[src/inc/rlk_pkg.sv]
/*
 * Shared constants and state types for the random-lock serial link:
 * frame layout, sync payload, wake-up length and lock qualification.
 * Assumes both ends run on one clock, one serial bit per enabled cycle.
 */
`default_nettype none

package rlk_pkg;

    // =========================================================================
    // Frame layout
    // =========================================================================
    localparam int              FRAME_BITS   = 12;
    localparam int              PAYLOAD_BITS = 10;
    localparam logic [3:0]      FRAME_LAST   = 4'hB;
    localparam logic [3:0]      RCLK_FALL    = 4'h5;
    localparam logic            START_BIT    = 1'b1;
    localparam logic            STOP_BIT     = 1'b0;
    // Six ones then six zeros on the line, start and stop included.
    localparam logic [9:0]      SYNC_PAYLOAD = 10'h01F;

    // =========================================================================
    // Timing counts in frames (one frame is twelve enabled cycles) and FIFO depth in words
    // =========================================================================
    localparam logic [8:0]      INIT_FRAMES    = 9'h1FE;
    localparam logic [2:0]      CONFIRM_FRAMES = 3'h4;
    localparam int              FIFO_DEPTH     = 8;

    // =========================================================================
    // State types
    // =========================================================================
    typedef enum logic [1:0] {SER_SLEEP, SER_INIT, SER_RUN} rlk_ser_state_t;
    typedef enum logic [1:0] {DES_SLEEP, DES_SEARCH, DES_LOCKED, DES_HOLD} rlk_des_state_t;

endpackage : rlk_pkg

`default_nettype wire

[src/inc/rlk_link_if.sv]
/*
 * Serial line between the serializer end and the deserializer end.
 * Assumes a released line reads low; no high impedance is modelled.
 */
`timescale 1ns/1ps
`default_nettype none

interface rlk_link_if;
    logic ser_line_out;
    logic ser_line_oe;
    logic line_level;

    // A line nobody drives settles low through its termination.
    assign line_level = ser_line_oe & ser_line_out;

    modport ser_end (output ser_line_out, output ser_line_oe);
    modport des_end (input line_level);
endinterface : rlk_link_if

`default_nettype wire

[src/logic/rlk_ser.sv]
/*
 * Serializer end: an input word FIFO and the framing transmitter.
 * Assumes the deserializer samples the line once per enabled cycle.
 */
`timescale 1ns/1ps
`default_nettype none

// =============================================================================
// Word FIFO
// =============================================================================
module rlk_fifo #(
    parameter int WIDTH = 10,
    parameter int DEPTH = 8
) (
    input  wire logic             sys_clk,
    input  wire logic             sys_rst,
    input  wire logic             clk_en,
    input  wire logic [WIDTH-1:0] wr_data,
    input  wire logic             wr_valid,
    output logic                  wr_ready,
    output logic      [WIDTH-1:0] rd_data,
    output logic                  rd_valid,
    input  wire logic             rd_ready
);
    localparam int AW = $clog2(DEPTH);

    generate
        if (DEPTH < 2 || (1 << AW) != DEPTH || WIDTH < 1) begin : g_bad
            $error("rlk_fifo: DEPTH must be a power of two of at least 2");
        end
    endgenerate

    typedef struct packed {
        logic [DEPTH-1:0][WIDTH-1:0] mem;
        logic [AW-1:0]               wr_ptr;
        logic [AW-1:0]               rd_ptr;
        logic [AW:0]                 count;
    } rlk_fifo_state_t;

    rlk_fifo_state_t q;
    rlk_fifo_state_t d;
    logic            push;
    logic            pop;

    assign wr_ready = (q.count != (AW+1)'(DEPTH));
    assign rd_valid = (q.count != '0);
    assign rd_data  = q.mem[q.rd_ptr];
    assign push     = wr_valid & wr_ready;
    assign pop      = rd_valid & rd_ready;

    always_comb begin
        d = q;
        if (push) begin
            d.mem[q.wr_ptr] = wr_data;
            d.wr_ptr        = q.wr_ptr + 1'b1;
        end
        if (pop) begin
            d.rd_ptr = q.rd_ptr + 1'b1;
        end
        d.count = q.count + {{AW{1'b0}}, push} - {{AW{1'b0}}, pop};
    end

    always_ff @(posedge sys_clk) begin
        if (sys_rst) begin
            q <= '0;
        end else if (clk_en) begin
            q <= d;
        end
    end
endmodule : rlk_fifo

// =============================================================================
// Serializer
// =============================================================================
module rlk_ser
    import rlk_pkg::*;
#(
    parameter int DEPTH = FIFO_DEPTH
) (
    input  wire logic                    sys_clk,
    input  wire logic                    sys_rst,
    input  wire logic                    clk_en,
    rlk_link_if.ser_end                  link,
    input  wire logic [PAYLOAD_BITS-1:0] parallel_data_in,
    input  wire logic                    in_valid,
    output logic                         in_ready,
    input  wire logic                    pattern_request_a,
    input  wire logic                    pattern_request_b,
    input  wire logic                    transmit_edge_select,
    input  wire logic                    sleep_request_n,
    input  wire logic                    line_driver_enable,
    output logic                         tx_running
);
    typedef struct packed {
        rlk_ser_state_t          st;
        logic [8:0]              init_cnt;
        logic [3:0]              bit_idx;
        logic [FRAME_BITS-1:0]   frame;
        logic [PAYLOAD_BITS-1:0] last;
        logic [3:0]              snap;
        logic                    parked;
    } rlk_ser_reg_t;

    rlk_ser_reg_t            q;
    rlk_ser_reg_t            d;
    logic [PAYLOAD_BITS-1:0] fifo_data;
    logic                    fifo_valid;
    logic                    fifo_pop;
    logic [3:0]              ctrl;
    logic                    boundary;
    logic                    sync_req;

    rlk_fifo #(.WIDTH(PAYLOAD_BITS), .DEPTH(DEPTH)) u_fifo (
        .sys_clk  (sys_clk),
        .sys_rst  (sys_rst),
        .clk_en   (clk_en),
        .wr_data  (parallel_data_in),
        .wr_valid (in_valid),
        .wr_ready (in_ready),
        .rd_data  (fifo_data),
        .rd_valid (fifo_valid),
        .rd_ready (fifo_pop)
    );

    assign ctrl     = {pattern_request_a, pattern_request_b, sleep_request_n,
                       transmit_edge_select};
    assign boundary = (q.bit_idx == FRAME_LAST);
    assign sync_req = pattern_request_a | pattern_request_b;
    // Words are only taken at a frame boundary of a running link.
    assign fifo_pop = sleep_request_n & (q.st == SER_RUN) & boundary & ~sync_req;

    always_comb begin
        d = q;
        d.bit_idx = boundary ? 4'h0 : q.bit_idx + 4'h1;
        d.frame   = {1'b0, q.frame[FRAME_BITS-1:1]};
        if (!line_driver_enable && !q.parked) begin
            d.snap   = ctrl;
            d.parked = 1'b1;
        end else if (line_driver_enable && q.parked) begin
            d.parked = 1'b0;
        end
        if (boundary) begin
            unique case (q.st)
                SER_SLEEP: begin
                    d.st       = SER_INIT;
                    d.init_cnt = '0;
                    d.frame    = {STOP_BIT, SYNC_PAYLOAD, START_BIT};
                end
                SER_INIT: begin
                    d.init_cnt = q.init_cnt + 9'h001;
                    d.frame    = {STOP_BIT, SYNC_PAYLOAD, START_BIT};
                    if (q.init_cnt == INIT_FRAMES - 9'h001) begin
                        d.st = SER_RUN;
                    end
                end
                SER_RUN: begin
                    if (sync_req) begin
                        d.frame = {STOP_BIT, SYNC_PAYLOAD, START_BIT};
                    end else if (fifo_valid) begin
                        d.frame = {STOP_BIT, fifo_data, START_BIT};
                        d.last  = fifo_data;
                    end else begin
                        d.frame = {STOP_BIT, q.last, START_BIT};
                    end
                end
                default: d.st = SER_SLEEP;
            endcase
        end
        if (!sleep_request_n || (line_driver_enable && q.parked && ctrl != q.snap)) begin
            d.st      = SER_SLEEP;
            d.bit_idx = FRAME_LAST;
            d.frame   = '0;
        end
    end

    always_ff @(posedge sys_clk) begin
        if (sys_rst) begin
            q         <= '0;
            q.st      <= SER_SLEEP;
            q.bit_idx <= FRAME_LAST;
        end else if (clk_en) begin
            q <= d;
        end
    end

    assign link.ser_line_out = q.frame[0];
    assign link.ser_line_oe  = line_driver_enable & (q.st != SER_SLEEP);
    assign tx_running        = (q.st == SER_RUN);
endmodule : rlk_ser

`default_nettype wire

[src/flat_wrapper.sv]
// flat-port wrapper written by rule: the top's interface ports become plain ports
module rlk_ser_flat import rlk_pkg::*;
#(
    parameter int DEPTH = FIFO_DEPTH
)
  (sys_clk, sys_rst, clk_en, parallel_data_in, in_valid, in_ready, pattern_request_a, pattern_request_b, transmit_edge_select, sleep_request_n, line_driver_enable, tx_running, link_ser_line_out, link_ser_line_oe);
  rlk_link_if link_i ();
  input  wire logic sys_clk;
  input  wire logic sys_rst;
  input  wire logic clk_en;
  input  wire logic [PAYLOAD_BITS-1:0] parallel_data_in;
  input  wire logic in_valid;
  output logic in_ready;
  input  wire logic pattern_request_a;
  input  wire logic pattern_request_b;
  input  wire logic transmit_edge_select;
  input  wire logic sleep_request_n;
  input  wire logic line_driver_enable;
  output logic tx_running;
  output wire logic [$bits(link_i.ser_line_out)-1:0] link_ser_line_out;
  output wire logic [$bits(link_i.ser_line_oe)-1:0] link_ser_line_oe;
  assign link_ser_line_out = link_i.ser_line_out;
  assign link_ser_line_oe = link_i.ser_line_oe;
  rlk_ser #(.DEPTH(DEPTH)) u_core (.sys_clk(sys_clk), .sys_rst(sys_rst), .clk_en(clk_en), .link(link_i), .parallel_data_in(parallel_data_in), .in_valid(in_valid), .in_ready(in_ready), .pattern_request_a(pattern_request_a), .pattern_request_b(pattern_request_b), .transmit_edge_select(transmit_edge_select), .sleep_request_n(sleep_request_n), .line_driver_enable(line_driver_enable), .tx_running(tx_running));
endmodule
[config.mk]
export PLATFORM = sky130hd
export DESIGN_NAME = rlk_ser_flat
export DESIGN_NICKNAME = d
export VERILOG_FILES = /design/src/inc/rlk_pkg.sv /design/src/inc/rlk_link_if.sv /design/src/logic/rlk_ser.sv /design/src/flat_wrapper.sv
export SDC_FILE = /design/constraint.sdc
export NUM_CORES = 1
export LEC_CHECK = 0
export BUFFER_PORTS_ARGS = -buffer_cell sky130_fd_sc_hd__buf_2
export CAP_MARGIN = 20
export CORE_ASPECT_RATIO = 1.25
export CORE_MARGIN = 5
export CORE_UTILIZATION = 40
export CTS_BUF_LIST = sky130_fd_sc_hd__clkbuf_8
export DETAILED_ROUTE_END_ITERATION = 8
export GPL_TIMING_DRIVEN = 1
export MAX_ROUTING_LAYER = met4
export SLEW_MARGIN = 20
export SYNTH_ARGS = -nofsm -noshare
export SYNTH_HDL_FRONTEND = slang
export SYNTH_SLANG_ARGS = --single-unit
[constraint.sdc]
create_clock -name sys_clk -period 6.34 [get_ports sys_clk]
set_input_delay 1.268 -clock sys_clk [delete_from_list [all_inputs] [get_ports sys_clk]]
set_output_delay 1.268 -clock sys_clk [all_outputs]
set_load 0.01 [all_outputs]
# --- Yosys cells after proc, flatten, opt, wreduce, memory -nomap -nowiden ---
# Index checks and enable logic that the tools add are counted.
classes:
  add_sub_neg: 6
  n_lt_le_gt_ge: 3
  n_eq_ne: 8
  muxes: 21
  bitwise_logic: 8
  reduce_logical: 22
ops:
  columns: ["op", "count"]
  rows:
  - ["$bwmux W80", 1]
  - ["$mux W10", 5]
  - ["$bmux W10 S3", 1]
  - ["$demux W10 S3", 1]
  - ["$pmux W12 S2", 1]
  - ["$mux W11", 2]
  - ["$mux W22", 1]
  - ["$pmux W9 S2", 1]
  - ["$mux W16", 1]
  - ["$mux W12", 1]
  - ["$add A9 B1 Y9 const B", 1]
  - ["$eq A9 B9 Y1 const B", 1]
  - ["$lt A3 B4 Y1 const B", 2]
  - ["$reduce_and A2 Y1", 4]
  - ["$reduce_bool A2 Y1", 4]
  - ["$add A3 B1 Y3 const B", 2]
  - ["$and A1 B1 Y1", 6]
  - ["$pmux W2 S3", 1]
  - ["$reduce_and A5 Y1", 1]
  - ["$add A4 B1 Y4", 1]
  - ["$add A4 B1 Y4 const B", 1]
  - ["$eq A4 B4 Y1 const B", 1]
  - ["$logic_and A1 B1 Y1", 4]
  - ["$mux W2", 2]
  - ["other kinds (19)", 22]
totals:
  ff_bits: 132
  output_inout_bits: 4

# --- Depth between registers and ports, before layout ---
depth:
  word_depth: 7
  mapped_depth: 14
  depth_no_buf: 12

# --- Modules after synthesis ---
# A second synthesis with hierarchy kept.
hier_totals:
  cells_unflattened: 645
  hier_area_um2: 6508.7
modules_own_cells:
  columns: ["mod", "n_inst", "cells_per_inst", "area_per_inst_um2", "seq_area_each_um2"]
  rows:
  - ["rlk_fifo", 1, 400, 4478.0, 1801.7]
  - ["rlk_ser", 1, 245, 2030.7, 820.8]

# --- Worst setup path before layout ---
# OpenSTA, ideal clock, no wires.
synth_path:
  path_kind: "input to register"
  startpoint: "input port pattern_request_b"
  endpoint: "register u_core.u_fifo.q[1] (netlist bit)"
  setup_ns: 0.128
  arrival_time_ns: 3.143
  setup_slack_ns: 3.069
  path_stages: 10
  path_buffers: 1
  path_cell_list: "nor4b_2 > and3_1 > clkbuf_1 > and2_1 > ha_1 > inv_1 > ha_1 > fa_1 > mux2i_1 > nor2_1"
synth_lines:
  columns: ["element", "line", "rtl"]
  rows:
  - ["start: declaration", "flat_wrapper.sv:15", "input wire logic pattern_request_b;"]
  - ["end signal: assignment", "rlk_ser.sv:65", "q <= '0;"]
  - ["end signal: assignment", "rlk_ser.sv:67", "q <= d;"]
  - ["end: declaration", "rlk_ser.sv:40", "rlk_fifo_state_t q;"]

# --- Final worst setup path ---
layout_path:
  startpoint: "register u_core.u_fifo.q[2] (netlist bit)"
  endpoint: "output port in_ready"
layout_via:
  elab_chain_cells: 1
layout_rtl:
  columns: ["element", "line", "rtl"]
  rows:
  - ["$ne A4 B4 Y1", "rlk_ser.sv:45", "assign wr_ready = (q.count != (AW+1)'(DEPTH));"]
  - ["end: declaration", "flat_wrapper.sv:13", "output logic in_ready;"]
# No other way between the ends.

==> impl_results.md <==
* Post-CTS setup buffer count at 0
* Cells after Synth at approximately 620
* Setup Skew at roughly 15 ps
* WL final at 12800 um
* Top FF cell, synth: dfxtp_1
* Post-DP Area at about 6300 sq um
* Initial Util at 0.408
* Initial antenna violation count at 0
* Met1 usage at 0.175
* DRC at 0
* Worst EP arrival at 1910 ps
* Max-cap viol count at 0
* First-pass GRT wire length at 21400 um
* Crit Path Max Fanout at 10
* Setup TNS at 0 ps
* Setup Crit Path Kind: reg2out
* Die Span X at approximately 120 um
* Setup violation total in the final timing report at 0
* Syn-to-layout area delta at 9.85%
* Final HPWL DP at 8340 um
* I/O Buffers at 22
* Least-Margin Pin Slew at ~1000 ps
* Most frequent cells in the layout: dfxtp_1 (131), nor2_1 (116), mux2i_1 (89)
* Sink Count at about 130
* Crit path max-delay family: simple AND/OR/NAND/NOR gates
* Pwr/cell area at roughly 250 nW/um^2
* DR pass1 iterations at 5
* Sequential-to-total area share from yosys stat at 0.430
* Synth cell types at 57
* Routed WL per cell at around 16 um
* Post-synth EDFFs at 0
* Met2 usage in global routing at 0.260
* VDD IR max at between 0.2 and 0.25 mV
* Vias per cell at about 5.4
* RD Place Congestion at ~0.76
* Slowest cell delay on critical path at roughly 600 ps
* Most common cell after layout, fill and taps aside: dfxtp_1
* Max Buffers Root-to-Sink at 2
* GRT overflow at 0
* Clock slew at reported path FFs at 70 ps
* I/O pin count at 23
* Clk_lat worst skew at 450 ps
* Detailed-route via count at roughly 4400
* Top Usage Layer GRT: met2
* Syn nets at approximately 650
* Core box area at approximately 15000 sq um
* CP Data Required Time at 5070 ps
* Final #Nets at about 650
* Final Hold Fails at 0
* Row count at 50
* Htree depth at 4
* CTS resizes at 0
* Post-route ant nets at 0
* Status: complete, no violations
* CTS tree: built
* Cell area after layout at between 6000 and 7000 sq um
* Die Y at roughly 150 um
* CP max-delay cell: nor3b_2
* Die area at approximately 18000 sq um
* # diodes at 0
* CP Capture Type: output port
* Iteration-0 DRC Markers at roughly 420
* Post-synth ARST share at 0
* Avg Inst Size Synth at 9.85 sq um
* Hold crit path type: reg2reg
* Largest net degree at the start of global routing at ~120
* Critical Path Start Type: flip-flop
* Yosys warns at 0
* Rel. slew slack at 0.307
* Final period utilization at 0.501
* Root Buffer Master: clkbuf_8
* Fmax achieved at roughly 310 MHz
* Pleak at ~2.6 nW
* Met3 usage at 0.0407
* Critical path, cell by cell: inv_1 -> ha_1 -> nor3b_2 -> inv_2 -> buf_2
* CTS buffer count at 17
* Total track usage at 0.155
* Layout cell share with drive strength beyond 1 at 0.154
* CP bufs+invs at 3
* # hold bufs at CTS at 0
* Mapped Area at 6100 sq um
* Slew Viols, Final at 0
* Crit path time final at about 3200 ps
* Vias in the first global route at approximately 4400
* RSZ-0062 raised after global routing: false
* Register bit count reported by yosys at around 130
worst paths after layout:
path	from	cells after the start	slack, ps	to
worst min register to register	u_core.link.ser_line_out$_SDFFE_PP0P_	2	450	u_core.link.ser_line_out$_SDFFE_PP0P_
worst min-delay path	u_core.link.ser_line_out$_SDFFE_PP0P_	2	450	u_core.link.ser_line_out$_SDFFE_PP0P_
worst max register to register	u_core.q[27]$_SDFFE_PP1P_	11	3290	u_core.u_fifo.q[3]$_SDFFE_PP0P_
worst max-delay path	u_core.u_fifo.q[2]$_SDFFE_PP0P_	5	3160	in_ready
report_power, final:
part	internal [W]	switching [W]	total, W
registers	0.000838	0.0000134	0.000851
clock network	0.000396	0.000325	0.000721
logic	0.0000494	0.0000809	0.000130
total	0.00128	0.000419	0.00170
routing by layer:
layer / part of all wire / vias to the layer above / wire, um
li1: - / 2168 / -
met1: 0.44 / 2134 / 5600
met2: 0.51 / 57 / 6610
met3: 0.030 / 16 / 384
met4: 0.019 / 0 / 240
met5: 0 / - / 0
cell usage after synthesis (5+ instances only):
library cell  number  share of area
a211oi_1           8         0.0098
a21oi_1           16          0.013
and2_1            10          0.010
buf_2             13          0.011
buf_4              5         0.0062
clkbuf_1          30          0.018
dfxtp_1          131           0.43
ha_1              13          0.027
inv_1             11         0.0068
mux2i_1           89           0.15
mux4_2            20          0.074
nand2_1           32          0.020
nand3_1           12         0.0098
nand4_1            8         0.0082
nor2_1           116          0.071
nor3_1             6         0.0049
o21ai_0            8         0.0066
o22ai_1            5         0.0051
xor2_1             9          0.013
tightest hold or removal path: cells and delay by family (launching register included):
kind	cells	cell delay (ps)
compound gates	1	50
flops	1	310
simple gates	1	50
layout make-up:
type	instances	area, sq um
Fill cell	1408	8250
Inverter	12	45.0
Clock buffer	18	248
Tap cell	182	228
Timing Repair Buffer	30	176
Sequential cell	131	2620
Multi-Input combinational cell	424	3220
Clock inverter	13	163
kinds of logic after synthesis:
kind of cell | share of synthesized area
and+or+nand+nor | 0.174
DFF | 0.430
muxes | 0.229
buffers and inverters | 0.0476
AOI/OAI and AO/OA | 0.0720
adders and majority gates | 0.0300
xor gates and xnor gates | 0.0172
stage by stage:
step	cells	setup WS [ps]	hold slack (ps)	utilization	power, W
after floorplan	619	3070	426	-	0.000968
after global placement	779	2790	441	0.420	0.000995
after detailed placement	779	2740	440	0.420	0.00100
after CTS	810	3130	450	0.448	0.00172
after global routing	810	3020	461	0.448	0.00178
final	810	3160	445	0.448	0.00170
registers in the layout (all words and copies together), names as in the netlist:
signal,count
u_core.q,40
u_core.link.ser_line_out,1
u_core.u_fifo.q,90
(Power assumes the default switching activity.)
